### src/hdl/lv_hold_regs.svh
// Constants for the low-voltage hold controller
`ifndef LV_HOLD_REGS_SVH
`define LV_HOLD_REGS_SVH
`define LV_SYNC_STAGES 2
`define LV_THRESH_MV 2100
`define LV_FILT_NS 20
`define LV_FILT_CYC ((`LV_FILT_NS + 4) / 5)
`endif

### src/hdl/lv_hold_pkg.sv
// Types for the low-voltage hold controller
package lv_hold_pkg;
	typedef enum logic [3:0] {
		ST_RUN = 4'h1,
		ST_DRAIN = 4'h2,
		ST_HOLD = 4'h4,
		ST_WAKE = 4'h8
	} hold_state_e;
endpackage : lv_hold_pkg

### src/hdl/lv_sync.sv
// Multi-stage level synchroniser
`timescale 1ns/1ps
module lv_sync #(
	parameter int STAGES = 2
) (
	// Clock and reset
	input wire logic i_mclk,
	input wire logic i_rst,
	// Level in and out
	input wire logic i_async,
	output logic o_sync
);
	logic [STAGES-1:0] sync_r;

	always_ff @(posedge i_mclk) begin
		if (i_rst) begin
			sync_r <= '0;
		end else begin
			sync_r <= {sync_r[STAGES-2:0], i_async};
		end
	end

	assign o_sync = sync_r[STAGES-1];
endmodule : lv_sync

### src/hdl/low_voltage_hold_control.sv
// Low-voltage hold controller for the 4-bit core
`timescale 1ns/1ps
`include "lv_hold_regs.svh"

// Behaviour
// - A low indication (supply below 2.1 V) requests the hold state.
// - When the indication shows the supply back at 2.1 V the core resumes execution.
// - Hold is entered only at an instruction boundary, never mid-instruction.
// - The ring oscillator enable stays asserted in every state, hold included.
// - While held the state-update enable is low so latches, registers and SRAM keep contents.
module low_voltage_hold_control #(
	parameter int SYNC_STAGES = `LV_SYNC_STAGES
) (
	// Clock and reset
	input wire logic i_mclk,
	input wire logic i_rst,
	// Detector and core status
	input wire logic i_supply_low,
	input wire logic i_instr_done,
	// Core control
	output logic o_core_run,
	output logic o_state_we,
	output logic o_ring_oscillator_clock_en,
	output logic o_hold
);
	// State and output registers
	lv_hold_pkg::hold_state_e state_r;
	lv_hold_pkg::hold_state_e state_nxt;
	logic run_r;
	logic run_nxt;
	logic hold_r;
	logic hold_nxt;
	logic osc_r;
	logic osc_nxt;
	// Synchronised detector level and decoded conditions
	logic low_sync;
	logic in_run;
	logic in_drain;
	logic in_hold;
	logic in_wake;
	logic low_at_boundary;
	logic low_mid_instr;
	logic low_cleared;

	// Both held states freeze the core, so one decode serves outputs and checks
	function automatic logic held_state(input lv_hold_pkg::hold_state_e st);
		held_state = (st == lv_hold_pkg::ST_HOLD) || (st == lv_hold_pkg::ST_WAKE);
	endfunction : held_state

	// Detector output is asynchronous to the core clock
	lv_sync #(
		.STAGES(SYNC_STAGES)
	) u_sync (
		.i_mclk(i_mclk),
		.i_rst(i_rst),
		.i_async(i_supply_low),
		.o_sync(low_sync)
	);

	assign in_run = (state_r == lv_hold_pkg::ST_RUN);
	assign in_drain = (state_r == lv_hold_pkg::ST_DRAIN);
	assign in_hold = (state_r == lv_hold_pkg::ST_HOLD);
	assign in_wake = (state_r == lv_hold_pkg::ST_WAKE);

	// Boundary is the cycle in which the running instruction completes
	assign low_at_boundary = low_sync && i_instr_done;
	assign low_mid_instr = low_sync && !i_instr_done;
	assign low_cleared = !low_sync;

	// Core keeps running during drain so the instruction can finish
	always_comb begin
		state_nxt = state_r;
		case (state_r)
			lv_hold_pkg::ST_RUN: begin
				if (low_at_boundary) begin
					state_nxt = lv_hold_pkg::ST_HOLD;
				end else if (low_mid_instr) begin
					state_nxt = lv_hold_pkg::ST_DRAIN;
				end
			end
			lv_hold_pkg::ST_DRAIN: begin
				// A low pulse that ends before the boundary is dropped
				if (low_cleared) begin
					state_nxt = lv_hold_pkg::ST_RUN;
				end else if (i_instr_done) begin
					state_nxt = lv_hold_pkg::ST_HOLD;
				end
			end
			lv_hold_pkg::ST_HOLD: begin
				if (low_cleared) begin
					state_nxt = lv_hold_pkg::ST_WAKE;
				end
			end
			lv_hold_pkg::ST_WAKE: begin
				// One extra clean sample before resume; a new low goes back to hold
				if (low_cleared) begin
					state_nxt = lv_hold_pkg::ST_RUN;
				end else begin
					state_nxt = lv_hold_pkg::ST_HOLD;
				end
			end
			default: begin
				state_nxt = lv_hold_pkg::ST_RUN;
			end
		endcase
	end

	assign hold_nxt = held_state(state_nxt);
	assign run_nxt = !hold_nxt;
	// Clock source is never gated here; hold only stops core run and state updates
	assign osc_nxt = 1'b1;

	always_ff @(posedge i_mclk) begin
		if (i_rst) begin
			state_r <= lv_hold_pkg::ST_RUN;
		end else begin
			state_r <= state_nxt;
		end
	end

	always_ff @(posedge i_mclk) begin
		if (i_rst) begin
			run_r <= 1'b1;
		end else begin
			run_r <= run_nxt;
		end
	end

	always_ff @(posedge i_mclk) begin
		if (i_rst) begin
			hold_r <= 1'b0;
		end else begin
			hold_r <= hold_nxt;
		end
	end

	always_ff @(posedge i_mclk) begin
		if (i_rst) begin
			osc_r <= 1'b1;
		end else begin
			osc_r <= osc_nxt;
		end
	end

	// Core run and state writes share one flop so they never disagree
	assign o_core_run = run_r;
	assign o_state_we = run_r;
	assign o_hold = hold_r;
	assign o_ring_oscillator_clock_en = osc_r;
endmodule : low_voltage_hold_control

### config.mk
export PLATFORM = sky130hd
export DESIGN_NAME = low_voltage_hold_control
export DESIGN_NICKNAME = d
export VERILOG_FILES = /design/src/hdl/lv_hold_pkg.sv /design/src/hdl/lv_sync.sv /design/src/hdl/low_voltage_hold_control.sv
export VERILOG_INCLUDE_DIRS = /design/src /design/src/hdl
export SDC_FILE = /design/constraint.sdc
export NUM_CORES = 1
export LEC_CHECK = 0
export BUFFER_PORTS_ARGS = -buffer_cell sky130_fd_sc_hd__buf_2
export CORE_AREA = 2 2 39 41
export DETAILED_ROUTE_END_ITERATION = 16
export DIE_AREA = 0 0 41 43
export GPL_TIMING_DRIVEN = 0
export PLACE_DENSITY = 0.41
export RECOVER_POWER = 100
export SYNTH_ARGS = -nofsm -noshare
export SYNTH_HDL_FRONTEND = slang
export SYNTH_SLANG_ARGS = --single-unit
### constraint.sdc
create_clock -name i_mclk -period 3.6 [get_ports i_mclk]
set_clock_uncertainty 0.15 [all_clocks]
set_input_delay 0.36 -clock i_mclk [delete_from_list [all_inputs] [get_ports i_mclk]]
set_output_delay 0.36 -clock i_mclk [all_outputs]
set_load 0.01 [all_outputs]
## Word-level counts from Yosys, hierarchy flattened

Index checks and enable logic that the tools add are counted.

- Mux-type cells: 7
- Equality and inequality tests: 6
- Reductions and logical operators: 5

Operators by type and width:

| cell | count |
|---|---|
| 4-bit 2-to-1 mux | 5 |
| 4-bit one-hot mux with 4 select lines | 1 |
| 4-bit by 3-bit == test with 1-bit output (second input constant) | 2 |
| 4-bit == test (second input constant) | 2 |
| 4-bit by 1-bit == test with 1-bit output (second input constant) | 1 |
| 4-bit by 2-bit == test with 1-bit output (second input constant) | 1 |
| 3-bit 2-to-1 mux | 1 |
| 1-bit logical AND | 2 |
| 1-bit zero test | 2 |
| 1-bit logical OR | 1 |

- Flip-flop bits (word level): 8
- Input port bits: 4
- Output and inout port bits: 4

## Logic depth before layout (Yosys ltp)

- Depth after elaboration: 8
- Gate-level depth with buffers: 3
- Depth with buffers taken out: 3

## By module

From an unflattened synthesis, not the netlist that was laid out.

- Cells, all modules: 38
- Area, all modules: 369.1 µm²

By module, submodules not included:

| module | times used | cells an instance | area an instance (µm²) |
|---|---|---|---|
| low_voltage_hold_control | 1 | 34 | 316.6 |
| lv_sync | 1 | 4 | 52.6 |

## Worst setup path after synthesis

No wires, ideal clock.

- Kind: register to register
- Start point: reg state_r[3]
- End point: reg run_r (netlist: o_core_run)
- Buffers on the path: 0
- Arrival: 1.120 ns
- Stages on the path, launching flop included: 4
- Required time: 3.322 ns
- Clock period less this slack: 1.398 ns
- Setup slack: 2.202 ns
- Cell sequence: dfxtp_1 > or4b_4 > a21oi_2 > o211ai_1

- Word-level cells in the longest chain between the ends: 6
- Elaborated cells on any way between the ends: 14
- Those cells by class: eq/ne: 6; mux: 6; reduce/logical: 2

Ends and longest elaborated chain:

| element | RTL line | RTL |
|---|---|---|
| start, declared | low_voltage_hold_control.sv:27 | `lv_hold_pkg::hold_state_e state_r;` |
| start signal, assigned | low_voltage_hold_control.sv:115 | `state_r <= lv_hold_pkg::ST_RUN;` |
| start signal, assigned | low_voltage_hold_control.sv:117 | `state_r <= state_nxt;` |
| 4-bit 2-to-1 mux, on equally long branches | low_voltage_hold_control.sv:85, low_voltage_hold_control.sv:77 |  |
| 4-bit 2-to-1 mux, on equally long branches | low_voltage_hold_control.sv:83, low_voltage_hold_control.sv:75 |  |
| 4-bit one-hot mux with 4 select lines (*) | low_voltage_hold_control.sv:73 | `case (state_r)` |
| 4-bit by 3-bit == test with 1-bit output / 4-bit == test (equally long branches) | low_voltage_hold_control.sv:47 | `held_state = (st == lv_hold_pkg::ST_HOLD) \|\| (st == lv_hold_pkg::ST_WAKE);` |
| 1-bit logical OR (*) | low_voltage_hold_control.sv:47 |  |
| 1-bit zero test (*) | low_voltage_hold_control.sv:109 | `assign run_nxt = !hold_nxt;` |
| end signal, assigned | low_voltage_hold_control.sv:125 | `run_r <= run_nxt;` |
| end, declared | low_voltage_hold_control.sv:29 | `logic run_r;` |

Mark *: on every way between the ends. The rest lies on a longest branch, timed or not.
A chain may end at the register's enable or synchronous reset.

## Worst setup path in the final report

Same ends and word-level chain as after synthesis.

==> impl_metrics.xml <==
<?xml version="1.0" encoding="UTF-8"?>
<metrics>
  <group name="status">
    <metric name="result_of_the_run" unit="">finished, final reports clean</metric>
  </group>
  <group name="yosys">
    <metric name="synthesis.yosys.warnings" unit="">0</metric>
    <metric name="post-synth-top-area-cell" unit="">sky130_fd_sc_hd__dfxtp_1</metric>
    <metric name="synth-edff-count" unit="">0</metric>
    <metric name="yosysSeqAreaShare" unit="%">51.8</metric>
    <metric name="synth.top_cells.by_count" unit="">sky130_fd_sc_hd__dfxtp_1, sky130_fd_sc_hd__nor2_1, sky130_fd_sc_hd__buf_4, sky130_fd_sc_hd__nor2b_1</metric>
    <metric name="async_flop_share" unit="%">0</metric>
    <metric name="synthesis.nets" unit="">34</metric>
    <metric name="cells_taking_the_most_area_after_synthesis" unit="">sky130_fd_sc_hd__dfxtp_1, sky130_fd_sc_hd__buf_4, sky130_fd_sc_hd__or4b_4, sky130_fd_sc_hd__nor2b_1, sky130_fd_sc_hd__nor2_1</metric>
    <metric name="ys.flop_type" unit="">sky130_fd_sc_hd__dfxtp_1</metric>
    <metric name="syn-instance-count" unit="">30</metric>
    <metric name="synth_seq_cells" unit="">8</metric>
    <metric name="synth.avg_cell_area" unit="sq um">10.3</metric>
    <metric name="synthMostInstantiatedCell" unit="">sky130_fd_sc_hd__dfxtp_1</metric>
    <metric name="post_synth_instance_area" unit="sq um">309</metric>
    <metric name="synth_top_area_share" unit="%">51.8</metric>
    <metric name="synth.distinct_cells" unit="">19</metric>
  </group>
  <group name="pwr">
    <metric name="pwr_density_cell" unit="nW/um^2">454</metric>
    <metric name="leakagePower" unit="uW">0.000150</metric>
    <metric name="power.ir.vdd_worst" unit="mV">0.239</metric>
  </group>
  <group name="clocking">
    <metric name="cts.sinks" unit="">8</metric>
    <metric name="clk_root_buffer_cell" unit="">sky130_fd_sc_hd__clkbuf_4</metric>
    <metric name="cts_hold_buf" unit="">0</metric>
    <metric name="clkLatencyLatePin" unit="ps">250</metric>
    <metric name="htreeDepth" unit="">1</metric>
    <metric name="cts_made_buffers" unit="">3</metric>
    <metric name="tritoncts" unit="">done</metric>
    <metric name="post_cts_resized" unit="">0</metric>
    <metric name="post-cts-setup-buffer-count" unit="">0</metric>
    <metric name="cts.reportedPaths.clkPinSlew" unit="ps">50</metric>
    <metric name="cts_max_path_buffers" unit="">2</metric>
  </group>
  <group name="drt">
    <metric name="detailedRoute.firstPassIterationCount" unit="">4</metric>
    <metric name="remaining_number_of_nets_flagged_by_the_antenna_check_after_routing" unit="">0</metric>
    <metric name="wl_final" unit="um">495</metric>
    <metric name="detailroute.via_count" unit="">240</metric>
    <metric name="drcViolationCount" unit="">0</metric>
    <metric name="via_per_inst" unit="">4.36</metric>
    <metric name="drt-initial-drc-count" unit="">1</metric>
    <metric name="detail_route.wl_per_cell" unit="um">9.00</metric>
  </group>
  <group name="placed_design">
    <metric name="placement.io_buffers" unit="">6</metric>
    <metric name="dpl_hpwl" unit="um">392</metric>
    <metric name="routabilityCongestion" unit="">0.728</metric>
  </group>
  <group name="run">
    <metric name="cap_violations" unit="">0</metric>
  </group>
  <group name="global_routing">
    <metric name="grt.total_usage" unit="%">7.46</metric>
    <metric name="grt_remaining_overflow" unit="">0</metric>
    <metric name="initial_antenna_violation_count" unit="">0</metric>
    <metric name="grt_max_degree" unit="">7</metric>
    <metric name="grt_pass1_vias" unit="">212</metric>
    <metric name="grt_first_pass_wirelength" unit="um">821</metric>
  </group>
  <group name="floorplanning">
    <metric name="initial_utilization" unit="%">22.3</metric>
    <metric name="placeableCoreArea" unit="sq um">1380</metric>
    <metric name="die_w" unit="um">41</metric>
    <metric name="floorplan.die.height" unit="um">43</metric>
    <metric name="rows" unit="">14</metric>
    <metric name="fp.dieArea" unit="sq um">1760</metric>
    <metric name="pin_count" unit="">8</metric>
  </group>
  <group name="layout">
    <metric name="antenna_cells" unit="">0</metric>
    <metric name="layout.filler_cells" unit="">159</metric>
    <metric name="post_route_cells_drive_above_1_share" unit="%">17.9</metric>
    <metric name="multi_input_logic_area" unit="sq um">123</metric>
    <metric name="synthToLayoutAreaGrowth" unit="%">19.4</metric>
    <metric name="postLayoutCoreUtil" unit="%">26.7</metric>
    <metric name="regArea" unit="sq um">160</metric>
    <metric name="nets" unit="">45</metric>
  </group>
  <group name="worst_setup_path">
    <metric name="reg2reg_setup_slack" unit="ps">2030</metric>
    <metric name="worstRegToRegCells" unit="">3</metric>
    <metric name="path_class" unit="">reg -&gt; reg</metric>
    <metric name="cp.arrival" unit="ps">1540</metric>
    <metric name="cp_data_required_time" unit="ps">3580</metric>
    <metric name="timing.critical_path.fanout_max" unit="">5</metric>
    <metric name="cp-end-kind" unit="">flip-flop</metric>
    <metric name="setup.worst_path.start_class" unit="">flip-flop</metric>
  </group>
  <group name="timing">
    <metric name="hold_viol" unit="">0</metric>
    <metric name="maxSlewViolCount" unit="">0</metric>
    <metric name="final.period_utilization" unit="%">43.5</metric>
    <metric name="f_max" unit="MHz">638</metric>
    <metric name="finalWorstPathRequiredPeriod" unit="ps">1570</metric>
    <metric name="tns" unit="ps">0</metric>
    <metric name="grt_setup_unrepaired" unit="">no</metric>
    <metric name="setup_viol" unit="">0</metric>
  </group>
  <group name="min_path">
    <metric name="depth_of_the_worst_hold_timing_path" unit="">2</metric>
    <metric name="worst_hold_path_type" unit="">in -&gt; reg</metric>
  </group>
</metrics>
## worst paths after layout
path                    startpoint               end
hold / removal        i_supply_low  u_sync.sync_r[0]
hold reg to reg   u_sync.sync_r[0]  u_sync.sync_r[1]
setup / recovery        state_r[3]        o_core_run
setup reg to reg        state_r[3]        o_core_run
## placed cells by master (no fill, tap or decap), drive strengths merged
master,synthesis,routed
o21a,1,1
nor3,1,1
buf,2,4
nand2b,1,1
clkbuf,0,7
a21oi,1,1
nor2b,2,2
or4b,1,1
o2111a,1,1
conb,1,1
o211a,1,1
nor3b,1,1
dfxtp,8,8
o21ai,1,1
nand2,1,1
inv,1,1
o211ai,1,1
nor2,3,3
xnor2,1,1
or4,1,1
## kinds of logic after synthesis
| logic type | synth area share [%] |
|---|---|
| buffers and inverters | 6.07 |
| xor gates and xnor gates | 2.83 |
| and+or+nand+nor | 21.9 |
| other | 1.21 |
| AOI/OAI and AO/OA | 16.2 |
| DFF | 51.8 |
## through the flow
stage / cell area, sq um / hold slack, ps / std cells / total power [uW] / setup WS [ps]
floorplan: 309 / 264 / 30 / 100 / 2200
global placement: 359 / 282 / 52 / 105 / 2150
detailed placement: 359 / 293 / 52 / 105 / 2150
CTS: 382 / 177 / 55 / 171 / 2140
global route: 369 / 188 / 55 / 178 / 1950
finish: 369 / 186 / 55 / 168 / 2030
## sequential cells by signal (all words and copies together), names as in the netlist
signal	flops
state_r	4
u_sync.sync_r	2
o_hold	1
o_core_run	1
## power breakdown
part	internal (uW)	switching [uW]	total, uW
combinational	4.86	5.00	9.86
clock	37.9	27.4	65.3
sequential	91.1	1.24	92.3
total	134	33.6	168
## worst max-delay path, cell delays in order, from the launching register on
cell and delay [ps]:
sky130_fd_sc_hd__dfxtp_1 340, sky130_fd_sc_hd__or4b_1 590, sky130_fd_sc_hd__a21oi_1 250, sky130_fd_sc_hd__o211ai_1 110
## layout make-up
class | instances | area share [%]
clock buffer | 3 | 6.10
sequential | 8 | 43.4
buffer | 2 | 4.07
timing repair buffer | 6 | 6.78
tap | 16 | 5.42
inverter | 1 | 1.02
multi-input combinational | 19 | 33.2
## layer usage
layer  up-vias  share of wire (%)  track usage [%]
li1        121                  -                -
met3         0                9.9             7.85
met1       111                 46             8.14
met5         -                  0                0
met4         0                  0             2.00
met2         8                 44             9.69
Power figures use the tool's default switching activity.
